`src/logic/gpb_pkg.sv`:
```
// Purpose: Constants and state type for the GPIO port bank
// Assumes: Avalon-MM byte addresses, one 32-bit word per register
// Notes: Only the low byte of each word carries data
package gpb_pkg;
    localparam int GPB_NPORT = 2;
    localparam int GPB_W = 8;
    // ==================================================
    // Register offsets
    localparam logic [7:0] GPB_OFF_P0_DATA = 8'h00;
    localparam logic [7:0] GPB_OFF_P0_DIR = 8'h04;
    localparam logic [7:0] GPB_OFF_P0_PULL = 8'h08;
    localparam logic [7:0] GPB_OFF_P0_LATCH = 8'h0c;
    localparam logic [7:0] GPB_OFF_P1_DATA = 8'h10;
    localparam logic [7:0] GPB_OFF_P1_DIR = 8'h14;
    localparam logic [7:0] GPB_OFF_P1_PULL = 8'h18;
    localparam logic [7:0] GPB_OFF_P1_LATCH = 8'h1c;
    localparam logic [7:0] GPB_OFF_CTRL = 8'h20;
    localparam logic [7:0] GPB_PORT_STRIDE = 8'h10;
    // ==================================================
    // Control register fields and reset values
    localparam int GPB_CTRL_FLOAT_BIT = 0;
    localparam int GPB_CTRL_ROUTE_BIT = 1;
    localparam logic [1:0] GPB_CTRL_RST = 2'h0;
    localparam logic [7:0] GPB_PORT_RST = 8'h00;
    // ==================================================
    // Pin positions on port 1
    localparam int GPB_P1_RX_BIT = 0;
    localparam int GPB_P1_DBG_BIT = 2;
    localparam int GPB_P1_SCK_BIT = 3;
    // ==================================================
    // Whole state of the bank
    typedef struct packed {
        logic [GPB_NPORT-1:0][GPB_W-1:0] latch;
        logic [GPB_NPORT-1:0][GPB_W-1:0] dir;
        logic [GPB_NPORT-1:0][GPB_W-1:0] pull;
        logic [GPB_NPORT-1:0][GPB_W-1:0] sync1;
        logic [GPB_NPORT-1:0][GPB_W-1:0] sync2;
        logic p83_sync1;
        logic p83_sync2;
        logic [1:0] ctrl;
        logic [GPB_NPORT-1:0][GPB_W-1:0] pin_out;
        logic [GPB_NPORT-1:0][GPB_W-1:0] pin_oe;
        logic [GPB_NPORT-1:0][GPB_W-1:0] pin_pu;
        logic [GPB_W-1:0] irq;
        logic rx;
        logic sck;
        logic dbg;
        logic trg;
        logic adtrg;
        logic wait_req;
        logic [31:0] rdata;
    } gpb_state_t;
    localparam gpb_state_t GPB_STATE_RST = '{
        latch: '0, dir: '0, pull: '0, sync1: '0, sync2: '0,
        p83_sync1: 1'b0, p83_sync2: 1'b0, ctrl: GPB_CTRL_RST,
        pin_out: '0, pin_oe: '0, pin_pu: '0, irq: 8'h00,
        rx: 1'b0, sck: 1'b0, dbg: 1'b0, trg: 1'b0, adtrg: 1'b0,
        wait_req: 1'b1, rdata: 32'h0000_0000};
endpackage : gpb_pkg

```
`src/logic/gpb_port_bank.sv`:
```
// Purpose: GPIO ports 0 and 1 with data latch, direction and pull-up
// Assumes: Single clock; pins synchronised by two flip-flops
// Notes: Latch offset is the read-modify-write view of the data
//
// Our own choices: the Avalon-MM interface to the registers and the register offsets.
`timescale 1ns/10ps
`default_nettype none
module gpb_port_bank (
    // Clock and reset
    input wire logic clk_sys,
    input wire logic resetn,
    // Avalon-MM slave
    input wire logic [7:0] avs_address,
    input wire logic avs_read,
    input wire logic avs_write,
    input wire logic [31:0] avs_writedata,
    input wire logic [3:0] avs_byteenable,
    output logic [31:0] avs_readdata,
    output logic avs_waitrequest,
    // Port 0 pins
    input wire logic [gpb_pkg::GPB_W-1:0] port0_pin_in,
    output logic [gpb_pkg::GPB_W-1:0] port0_pin_out,
    output logic [gpb_pkg::GPB_W-1:0] port0_pin_oe,
    output logic [gpb_pkg::GPB_W-1:0] port0_pin_pullup,
    // Port 1 pins
    input wire logic [gpb_pkg::GPB_W-1:0] port1_pin_in,
    output logic [gpb_pkg::GPB_W-1:0] port1_pin_out,
    output logic [gpb_pkg::GPB_W-1:0] port1_pin_oe,
    output logic [gpb_pkg::GPB_W-1:0] port1_pin_pullup,
    // Alternate trigger pin
    input wire logic port8_pin3_in,
    // Standby and wake control
    input wire logic standby_stop_watch,
    input wire logic [gpb_pkg::GPB_W-1:0] port0_wake_en,
    input wire logic [gpb_pkg::GPB_W-1:0] port1_wake_en,
    // Peripheral outputs on port 1
    input wire logic [gpb_pkg::GPB_W-1:0] port1_periph_oe,
    input wire logic [gpb_pkg::GPB_W-1:0] port1_periph_out,
    // Peripheral and interrupt inputs
    output logic [gpb_pkg::GPB_W-1:0] ext_irq_input,
    output logic serial_rx_in,
    output logic serial_clock_in,
    output logic debug_wire_in,
    output logic pulse_timer_trigger_in,
    output logic converter_trigger_in
);
    import gpb_pkg::*;

    gpb_state_t st_q;
    gpb_state_t st_d;
    logic float_act;
    logic [GPB_NPORT-1:0][GPB_W-1:0] gated;

    // ==================================================
    // Next state
    always_comb begin
        logic [GPB_NPORT-1:0][GPB_W-1:0] wake;
        logic [GPB_NPORT-1:0][GPB_W-1:0] p_oe;
        logic [GPB_NPORT-1:0][GPB_W-1:0] p_out;
        logic [GPB_W-1:0] drv_out;
        logic [GPB_W-1:0] oe_d;
        logic [GPB_W-1:0] view;
        logic port_sel;
        logic hit;
        wake = '0;
        p_oe = '0;
        p_out = '0;
        drv_out = '0;
        oe_d = '0;
        view = '0;
        port_sel = 1'b0;
        hit = 1'b0;
        st_d = st_q;
        wake[0] = port0_wake_en;
        wake[1] = port1_wake_en;
        p_oe[1] = port1_periph_oe;
        p_out[1] = port1_periph_out;
        // Pin synchronisers
        st_d.sync1[0] = port0_pin_in;
        st_d.sync1[1] = port1_pin_in;
        st_d.sync2 = st_q.sync1;
        st_d.p83_sync1 = port8_pin3_in;
        st_d.p83_sync2 = st_q.p83_sync1;
        float_act = st_q.ctrl[GPB_CTRL_FLOAT_BIT] & standby_stop_watch;
        // Pin drive per port
        for (int p = 0; p < GPB_NPORT; p++) begin
            gated[p] = float_act ? (st_q.sync2[p] & wake[p]) : st_q.sync2[p];
            drv_out = (p_oe[p] & p_out[p]) | (~p_oe[p] & st_q.latch[p]);
            oe_d = float_act ? '0 : (st_q.dir[p] | p_oe[p]);
            st_d.pin_out[p] = drv_out;
            st_d.pin_oe[p] = oe_d;
            st_d.pin_pu[p] = st_q.pull[p] & ~(oe_d & ~drv_out);
        end
        // Peripheral and interrupt inputs
        st_d.irq = gated[0];
        st_d.rx = gated[1][GPB_P1_RX_BIT];
        st_d.dbg = gated[1][GPB_P1_DBG_BIT];
        st_d.sck = gated[1][GPB_P1_SCK_BIT];
        st_d.trg = st_q.ctrl[GPB_CTRL_ROUTE_BIT] ? st_q.p83_sync2 : gated[1][GPB_P1_SCK_BIT];
        st_d.adtrg = st_d.trg;
        // Bus slave: one wait state, then answer
        port_sel = avs_address[4];
        hit = avs_address < (GPB_OFF_CTRL + 8'h04);
        st_d.wait_req = 1'b1;
        if ((avs_read || avs_write) && st_q.wait_req) begin
            st_d.wait_req = 1'b0;
            st_d.rdata = 32'h0000_0000;
            if (avs_read && hit) begin
                if (avs_address == GPB_OFF_CTRL) begin
                    st_d.rdata[1:0] = st_q.ctrl;
                end else begin
                    case (avs_address[3:0])
                        4'h0: view = (st_q.dir[port_sel] & st_q.latch[port_sel])
                            | (~st_q.dir[port_sel] & gated[port_sel]);
                        4'h4: view = st_q.dir[port_sel];
                        4'h8: view = st_q.pull[port_sel];
                        4'hc: view = st_q.latch[port_sel];
                        default: view = '0;
                    endcase
                    st_d.rdata[7:0] = view;
                end
            end
        end
        if (avs_write && !st_q.wait_req && avs_byteenable[0] && hit) begin
            if (avs_address == GPB_OFF_CTRL) begin
                st_d.ctrl = avs_writedata[1:0];
            end else begin
                case (avs_address[3:0])
                    4'h0: st_d.latch[port_sel] = avs_writedata[7:0];
                    4'h4: st_d.dir[port_sel] = avs_writedata[7:0];
                    4'h8: st_d.pull[port_sel] = avs_writedata[7:0];
                    4'hc: st_d.latch[port_sel] = avs_writedata[7:0];
                    default: st_d.latch = st_q.latch;
                endcase
            end
        end
    end

    // ==================================================
    // State register
    always_ff @(posedge clk_sys or negedge resetn) begin
        if (!resetn) begin
            st_q <= GPB_STATE_RST;
        end else begin
            st_q <= st_d;
        end
    end

    // ==================================================
    // Outputs
    assign avs_readdata = st_q.rdata;
    assign avs_waitrequest = st_q.wait_req;
    assign port0_pin_out = st_q.pin_out[0];
    assign port0_pin_oe = st_q.pin_oe[0];
    assign port0_pin_pullup = st_q.pin_pu[0];
    assign port1_pin_out = st_q.pin_out[1];
    assign port1_pin_oe = st_q.pin_oe[1];
    assign port1_pin_pullup = st_q.pin_pu[1];
    assign ext_irq_input = st_q.irq;
    assign serial_rx_in = st_q.rx;
    assign serial_clock_in = st_q.sck;
    assign debug_wire_in = st_q.dbg;
    assign pulse_timer_trigger_in = st_q.trg;
    assign converter_trigger_in = st_q.adtrg;
endmodule : gpb_port_bank
`default_nettype wire

```
`config.mk`:
```
export PLATFORM = sky130hd
export DESIGN_NAME = gpb_port_bank
export DESIGN_NICKNAME = d
export VERILOG_FILES = /design/src/logic/gpb_pkg.sv /design/src/logic/gpb_port_bank.sv
export SDC_FILE = /design/constraint.sdc
export NUM_CORES = 1
export LEC_CHECK = 0
export BUFFER_PORTS_ARGS = -buffer_cell sky130_fd_sc_hd__buf_2
export CAP_MARGIN = 20
export CORE_ASPECT_RATIO = 1.25
export CORE_MARGIN = 3
export CORE_UTILIZATION = 55
export DETAILED_ROUTE_END_ITERATION = 10
export PLACE_DENSITY = 0.84
export SLEW_MARGIN = 15
export SYNTH_ARGS = -nofsm -noshare
export SYNTH_HDL_FRONTEND = slang
export SYNTH_SLANG_ARGS = --single-unit
export TNS_END_PERCENT = 1
```
`constraint.sdc`:
```
create_clock -name clk_sys -period 4.79 [get_ports clk_sys]
set_clock_uncertainty 0.05 [all_clocks]
set_input_delay 0.2395 -clock clk_sys [delete_from_list [all_inputs] [get_ports clk_sys]]
set_output_delay 0.2395 -clock clk_sys [all_outputs]
set_load 0.02 [all_outputs]
```
==> results of run 1 <==
[cell usage in the layout, fill, tap and decap left out, drive strengths merged, types with 12 or more instances in the layout]
master,synthesis,routed
buf,99,144
inv,17,18
dlygate4sd3,0,19
o21a,15,15
conb,1,24
and2,16,16
a21oi,12,12
dfrtp,152,152
mux2,67,67
clkbuf,9,20
[cell type report]
| type | instances | share of cell area (%) |
|---|---|---|
| Clock buffer | 20 | 5.93 |
| Clock inverter | 12 | 1.30 |
| Inverter | 17 | 0.829 |
| Multi-Input combinational cell | 243 | 27.4 |
| Sequential cell | 153 | 49.8 |
| Tap cell | 161 | 2.62 |
| Timing Repair Buffer | 163 | 12.1 |
[final timing paths]
check / slack [ns] / start / end
worst max register to register: 2.61 / avs_waitrequest / st_q[137]
max in group asynchronous: 3.08 / resetn / avs_waitrequest
worst min-delay path: 0.02 / port1_wake_en[0] / serial_rx_in
min in group asynchronous: 0.46 / resetn / port1_pin_out[6]
worst min register to register: 0.30 / st_d[107] / st_q[107]
worst max-delay path: 2.55 / avs_address[1] / st_q[137]
[worst max-delay path, delay by kind of cell]
family	cells	cell delay, ns
and+or+nand+nor	3	1.72
muxes	1	0.41
buffers and inverters	1	0.12
[metrics by stage]
stage | setup WS [ns] | instance area [µm²] | hold slack, ns | std cells
floorplan | 2.92 | 6770 | -0.106 | 521
global placement | 2.17 | 6930 | 0.281 | 717
detailed placement | 2.13 | 6930 | 0.285 | 717
CTS | 2.35 | 7680 | 0.00359 | 768
global route | 2.49 | 7690 | 0.0182 | 769
finish | 2.55 | 7690 | 0.0179 | 769
[metal layers]
metal / up-vias / share of wire [%] / global-route usage (%)
met5: - / 0 / 0
met4: 0 / 2.8 / 9.88
met2: 178 / 52 / 37.6
li1: 1842 / - / -
met3: 32 / 7.0 / 6.48
met1: 2082 / 38 / 26.7
[report_power, final]
group	switching [mW]	internal (mW)	leakage, nW
sequential	0.0208	1.33	2.00
combinational	0.134	0.0818	1.73
clock	0.506	0.737	0.272
[cells by family (layout without fill, tap and decap cells)]
family                 after synthesis  in the layout  synth area share (%)
other                                1             24                0.0561
and+or+nand+nor                     52             52                  5.34
DFF                                153            153                  57.3
AOI/OAI and AO/OA                   84             84                  9.68
muxes                               83             83                  15.2
buffers and inverters              125            212                  12.4
[repair_timing]
| action | in CTS | in global routing |
|---|---|---|
| hold buffers | 19 | 0 |
| buffers inserted | 0 | 0 |
| endpoints found under the hold margin | 127 | 0 |
[flip-flops by register name (all words and copies together), names as in the netlist, 8 cells and up]
register / count
avs_readdata: 8
ext_irq_input: 8
port0_pin_oe: 8
port0_pin_out: 8
port0_pin_pullup: 8
port1_pin_oe: 8
port1_pin_out: 8
port1_pin_pullup: 8
st_d: 25
st_q: 59
==> run metrics, run 1 <==
Seq/Total Area, Yosys=57.3%; Antenna diodes=0; Hold WC Path Type=in2reg; Hold Crit Depth=2; worst-skew pair later-pin latency=0.42 ns; wire length per cell=19.1 µm; R2R depth=4; worst slew pin tran=0.983 ns; largest net degree at the start of global routing=111; Critical Path RT=5.04 ns; gr usage total=22.2%; top cells by count, synth=152 x dfrtp_1, 92 x buf_4, 67 x mux2_2; crit share post-route=46.7%; cts repair resizes=0; most frequent cell after synthesis=dfrtp_1; cell at the slowest stage of the critical path=nor2_1; GRT overflow=0; minimum clock period=2.24 ns; vias in the first global route=4228; Slew Limit Fails=0; antenna violations before repair=0; nets=693; Core Rows=44; chip width=105 µm; Crit path largest cell delay=0.66 ns; Avg Vias per Cell=5.38; synthesized instance count=498; post-route DRC violation count=0; Hold Fails Final Rpt=0; static leakage=4.00 nW; Post-synth EDFFs=0; Num CTS Buffers=17; Synth Area per Inst=13.4 µm²; top cell type by total area after synthesis=dfrtp_1; Synth top area share=56.9%; Sequential cell area=0.00383 mm²; ys async rst share=100%; Initial Util=57.0%; CP Launch Type=primary input; Max Root-Sink Buffers=2; Die Area=0.0135 mm²; via count=4134; Routed Antenna Nets=0; worst path arrival time=2.49 ns; Power Dens Cells=366 mW/mm²; slew margin rel.=34.4%; Layout area overhead=15.2%; largest cells by area after synthesis=dfrtp_1 57%, mux2_2 11%, buf_4 10%; Max Clk Rate=0.447 GHz; core area=0.0117 mm²; Synth cell types=42; Critical Path Sink Type=flip-flop; number of I/O port buffers=140; Setup CP Type=in2reg; mapped cell area=0.00668 mm²; H-tree depth=4; status=finished, final reports clean; CTS tree=done; io pins=192; Die H=129 µm; RSZ-0062 raised after global routing=false; post-synthesis register bit count=153; CP Max Fanout=10; First DRT Iteration DRCs=218; Core Util, Final=65.6%; total detailed-routing wirelength=14700 µm; Ys Warns=0; root buffer cell=clkbuf_16; layout cells sized above 1=42.3%; Clock Sinks=153; Placer Congestion=0.827; dpl hpwl=9660 µm; number of max-cap violations=0; Clock transition at path regs=0.06 ns; final setup TNS=0 ns; cells along the critical path=buf_2 > nor2_1 > nor4b_4 > and4b_1 > mux2_2; Power Total=2.82 mW; maximum VDD drop=250 µV; first-pass GRT wire length=22700 µm; fill count=855; Multi-input gate area=0.00211 mm²; drt pass-1 iters=4; Final setup viols=0; Synth Flop Type=dfrtp_1
No activity file was read; power rests on OpenSTA's default activity.
==> run 2, diff against run 1 <==
Settings changed: CORE_UTILIZATION 55 to 47, PLACE_DENSITY 0.84 to 0.76.
Clock period 4.79 ns to 1.8 ns, I/O delays scaled along.
==> run metrics, run 2 (synthesis gave the netlist of run 1 again) <==
GRT overflow=0 (unchanged); nets=762 (+10%); Critical Path RT=2.05 ns (-2.99 ns); Hold WC Path Type=in2reg; Crit path largest cell delay=0.39 ns (-0.27 ns); post-route DRC violation count=0 (unchanged); via count=4309 (+4.2%); hold wc startpoint=standby_stop_watch; chip width=113 µm (+7.7%); CP Max Fanout=8 (-2); Max Clk Rate=0.544 GHz; io pins=192 (unchanged); Layout area overhead=27.3%; most frequent cells in the layout=152 x dfrtp_1, 139 x buf_2, 64 x mux2_2; layout cells sized above 1=41.7% (-0.55 points); Setup CP Type=reg2reg; most common cell after layout, fill and taps aside=dfrtp_1; Antenna diodes=0 (unchanged); CP Launch Type=flip-flop; final setup TNS=-0.462 ns (-0.462 ns); vias in the first global route=4677 (+11%); flop-to-flop setup slack=-0.04 ns (-2.65 ns); worst r2r dst=st_q[134]; CP top delay family=simple AND/OR/NAND/NOR gates; Max Root-Sink Buffers=2 (unchanged); static leakage=4.38 nW (+9.6%); worst-skew pair later-pin latency=0.42 ns (about the same); First DRT Iteration DRCs=165 (-24%); Hold Fails Final Rpt=0 (unchanged); antenna violations before repair=0 (unchanged); worst path arrival time=2.09 ns (-0.40 ns); crit share post-route=102%; dpl hpwl=10500 µm (+9.0%); root buffer cell=clkbuf_16; Clock transition at path regs=0.06 ns (about the same); status=complete, but fails checks; wire length per cell=18.2 µm (-5.0%); number of max-cap violations=0 (unchanged); Worst Hold Endpoint=ext_irq_input[6]; first-pass GRT wire length=24500 µm (+8.2%); maximum VDD drop=658 µV (+160%); Die H=139 µm (+7.8%); Routed Antenna Nets=0 (unchanged); violated checks=negative setup slack; minimum clock period=1.84 ns; Power Dens Cells=934 mW/mm² (+160%); Final setup viols=38 (+38); FF-to-FF Start=avs_waitrequest; Initial Util=48.2% (-8.8 points); fin worst setup slack=-0.0386 ns (-2.59 ns); post-CTS setup buffer count=0 (unchanged); Inst Count DP=759 (+5.9%); Slew Limit Fails=0 (unchanged); number of I/O port buffers=140 (unchanged); CTS tree=done; Avg Vias per Cell=5.06 (-5.8%); R2R depth=5 (+1); area post-placement=0.00725 mm² (+4.5%); slew margin rel.=63.7% (+29 points); gr usage total=20.1% (-2.1 points); drt pass-1 iters=4 (unchanged); Clock Sinks=153 (unchanged); max reg flops=59 (unchanged); Finished Cell Area=0.00851 mm² (+11%); core area=0.0139 mm² (+18%); Placer Congestion=0.836 (+1.1%); Critical Path Sink Type=flip-flop; RSZ-0062 raised after global routing=true; CP bufs+invs=1 (unchanged); Biggest register=st_q; Power Total=7.95 mW (+180%); worst slew pin tran=0.541 ns (-0.442 ns); Core Rows=48 (+9.1%); largest net degree at the start of global routing=56 (-50%); Num CTS Buffers=17 (unchanged); cells along the critical path=nand3b_1 > nor4b_4 > and4b_1 > buf_12 > mux2_2; Hold Crit Depth=3 (+1); Non-Filler Instances=851 (+11%); H-tree depth=4 (unchanged); cell at the slowest stage of the critical path=dfstp_2; total detailed-routing wirelength=15500 µm (+5.2%); Die Area=0.0157 mm² (+16%)
## run 2: final cells by class
type | count | area [µm²]
clock inverter | 9 | 139
tap | 175 | 219
timing repair buffer | 232 | 1650
multi-input combinational | 243 | 2140
fill | 1052 | 5370
clock buffer | 22 | 474
sequential | 153 | 3830
inverter | 17 | 63.8
## run 2: metrics by stage
stage               utilization [%]  worst slack, ns  hold slack (ns)
CTS                            61.1          -0.0445           0.0480
floorplan                         -           0.0220           -0.256
finish                         61.3          -0.0386           0.0643
detailed placement             52.2          -0.0247           0.0291
global placement               52.2           0.0184           0.0230
global route                   61.3           -0.128           0.0715
## run 2: how the worst max path moves through the flow
| stage | slack, ns | end | cells past startpoint | start |
|---|---|---|---|---|
| global placement | 0.02 | avs_readdata[2] | 6 | avs_address[4] |
| detailed placement | -0.02 | avs_readdata[2] | 6 | avs_address[4] |
| global route | -0.13 | st_d[83] | 5 | avs_waitrequest |
| floorplan | 0.02 | st_q[130] | 5 | avs_waitrequest |
| CTS | -0.04 | st_q[134] | 5 | avs_waitrequest |
| finish | -0.04 | st_q[134] | 5 | avs_waitrequest |
## run 2: routing by layer
metal | track usage, % | vias to the layer above | routed length (µm)
met4 | 5.95 | 0 | 198
met1 | 25.3 | 2157 | 6380
met5 | 0 | - | 0
met3 | 5.57 | 13 | 895
li1 | - | 1975 | -
met2 | 34.0 | 164 | 7980
## run 2: worst min-delay path: stages
cell      delay [ns]
buf_2           0.16
nand3b_1        0.12
and2_1          0.13
## run 2: timing repair
action | 4_1_cts | 5_1_grt
hold endpoints to repair | 152 | 0
pin swaps | 0 | 1
endpoints found under the setup margin | 38 | 58
resized for setup | 3 | 5
hold buffers | 61 | 0
## run 2: report_power, final
part | switching [mW] | total [mW] | internal [mW]
sequential | 0.0530 | 3.60 | 3.55
combinational | 0.385 | 0.694 | 0.309
clock | 1.36 | 3.65 | 2.30
==> run 3, diff against run 2 <==
Settings changed: ABC_AREA from default to 1.
==> run metrics, run 3 <==
Crit path largest cell delay=0.57 ns (+0.18 ns); most used cell, CP=dlygate4sd3_1; Num CTS Buffers=17 (unchanged); post-route DRC violation count=0 (unchanged); Biggest register=st_q; core area=0.0144 mm² (+3.9%); Hold WC Path Type=in2reg; minimum clock period=1.72 ns (-0.115 ns); Inst Count DP=1060 (+40%); cells along the critical path=dlygate4sd3_1 > buf_2 > nand2_1 > dlygate4sd3_1 > nand2_1 > dlygate4sd3_1; Clock transition at path regs=0.06 ns (about the same); Power Dens Cells=897 mW/mm² (-4.0%); First DRT Iteration DRCs=404 (+140%); worst path arrival time=1.98 ns (-0.11 ns); Seq/Total Area, Yosys=55.2% (-2.1 points); top cell type by total area after synthesis=dfrtp_1; cell at the slowest stage of the critical path=dlygate4sd3_1; largest cells by area after synthesis=dfrtp_1 55%, nand2_1 15%, buf_4 9.7%; layout cells sized above 1=21.8% (-20 points); vias in the first global route=5432 (+16%); number of I/O port buffers=140 (unchanged); Critical Path RT=2.05 ns (about the same); Synth Area per Inst=8.63 µm² (-36%); Hold Fails Final Rpt=0 (unchanged); largest net degree at the start of global routing=56 (unchanged); CP Max Fanout=3 (-5); static leakage=4.73 nW (+8.0%); slew margin rel.=60.5% (-3.2 points); mapped cell area=0.00694 mm² (+3.9%); dpl hpwl=11900 µm (+13%); Clock Sinks=153 (unchanged); most frequent cells in the layout=280 x nand2_1, 152 x dfrtp_1, 139 x buf_2; CP Launch Type=primary input; post-synthesis register bit count=153 (unchanged); Slew Limit Fails=0 (unchanged); Post-synth EDFFs=0 (unchanged); worst slew pin tran=0.589 ns (+0.0476 ns); Synth Flop Type=dfrtp_1; total detailed-routing wirelength=17400 µm (+13%); top cells by count, synth=282 x nand2_1, 152 x dfrtp_1, 90 x buf_4; root buffer cell=clkbuf_16; Critical Path Sink Type=flip-flop; Avg Vias per Cell=4.81 (-5.1%); antenna violations before repair=0 (unchanged); synthesized instance count=804 (+61%); Non-Filler Instances=1155 (+36%); Layout area overhead=24.1%; Antenna diodes=0 (unchanged); Die H=142 µm (+1.8%); drt pass-1 iters=5 (+1); worst-skew pair later-pin latency=0.43 ns (about the same); CTS tree=done; Synth top area share=54.8% (-2.1 points); ys async rst share=100% (unchanged); maximum VDD drop=746 µV (+13%); nets=1064 (+40%); Die Area=0.0163 mm² (+3.7%); Final setup viols=0 (-100%); Synth cell types=30 (-29%); first-pass GRT wire length=27700 µm (+13%); most common cell after layout, fill and taps aside=nand2_1; Routed Antenna Nets=0 (unchanged); Max Clk Rate=0.580 GHz (+6.7%); Initial Util=48.2% (about the same); Finished Cell Area=0.00861 mm² (+1.2%); GRT overflow=0 (unchanged); gr usage total=22.4% (+2.3 points); Ys Warns=0 (unchanged); number of max-cap violations=0 (unchanged); area post-placement=0.00739 mm² (+2.0%); via count=5552 (+29%); Placer Congestion=0.950 (+14%); hold_ws=0.0234 ns (-0.0409 ns); max reg flops=59 (unchanged); CP bufs+invs=4 (+3); wire length per cell=15.1 µm (-17%); io pins=192 (unchanged); Setup CP Type=in2reg; final setup TNS=0 ns (+0.462 ns); H-tree depth=4 (unchanged); status=finished, final reports clean; Core Rows=49 (+2.1%); crit share post-route=95.7% (-6.4 points); most frequent cell after synthesis=nand2_1; RSZ-0062 raised after global routing=true; Max Root-Sink Buffers=2 (unchanged); CP top delay family=buffers and inverters; chip width=115 µm (+1.8%)
[run 3: cell count changes after synthesis, moves of 10 or more]
cell	before	now
mux2_2	67	1
nand3_1	0	47
nand2_1	7	282
inv_1	17	73
nor2_1	4	46
o21a_1	15	4
o21ai_0	8	37
o211a_1	10	0
[run 3: through the flow]
step,utilization [%],power [mW],setup WS [ns]
2_1_floorplan,-,4.04,0.363
3_3_place_gp,51.3,4.24,0.201
3_5_place_dp,51.3,4.25,0.109
4_1_cts,59.7,7.77,0.0694
5_1_grt,59.7,8.03,-0.0584
6_report,59.7,7.72,0.0766
[run 3: report_power, final]
group | total [mW] | leakage [nW] | internal [mW] | switching, mW
clock | 3.41 | 0.268 | 2.02 | 1.40
sequential | 3.60 | 2.00 | 3.55 | 0.0470
combinational | 0.711 | 2.47 | 0.280 | 0.432
total | 7.72 | 4.73 | 5.85 | 1.87
[run 3: worst paths after layout]
check,from,end,slack [ns],depth (start not counted)
min in group asynchronous,resetn,port1_pin_pullup[4],0.15,2
hold reg to reg,st_d[106],st_q[106],0.30,0
setup / recovery,port1_periph_oe[5],port1_pin_out[5],0.08,6
setup reg to reg,avs_waitrequest,st_q[153],0.09,7
max in group asynchronous,resetn,avs_waitrequest,0.91,3
hold / removal,port1_periph_out[4],port1_pin_pullup[4],0.02,4
[run 3: cell type report]
cell class                 count  area [µm²]
clock buffer                  18         429
clock inverter                12         129
fill                        1273        5800
inverter                      78         293
multi-input combinational    491        2150
sequential                   153        3830
tap                          178         223
timing repair buffer         225        1550
[run 3: metal layers]
| metal | wire [µm] | vias to the layer above | track usage (%) |
|---|---|---|---|
| met1 | 6870 | 2580 | 27.2 |
| met2 | 8590 | 255 | 37.4 |
| li1 | - | 2682 | - |
| met4 | 554 | 0 | 10.2 |
| met5 | 0 | - | 0 |
| met3 | 1380 | 35 | 5.72 |
[run 3: repair_timing]
item,in CTS,in global routing
buffers inserted,0,0
hold buffers,65,0
endpoints found under the hold margin,175,0
setup endpoints to repair,0,17
resized for setup,0,5
[run 3: logic make-up after synthesis]
family          after synthesis  synth area share (%)
compound gates               62                  4.83
flops                       153                  55.2
mux                           1                 0.162
simple gates                404                  24.7
buf+inv                     183                  15.1
other cells                   1                0.0541
[run 3: tightest hold or removal path, stage by stage]
cell and delay, ns:
buf_2 0.08, nand2_1 0.06, o21ai_0 0.11, o21a_1 0.12
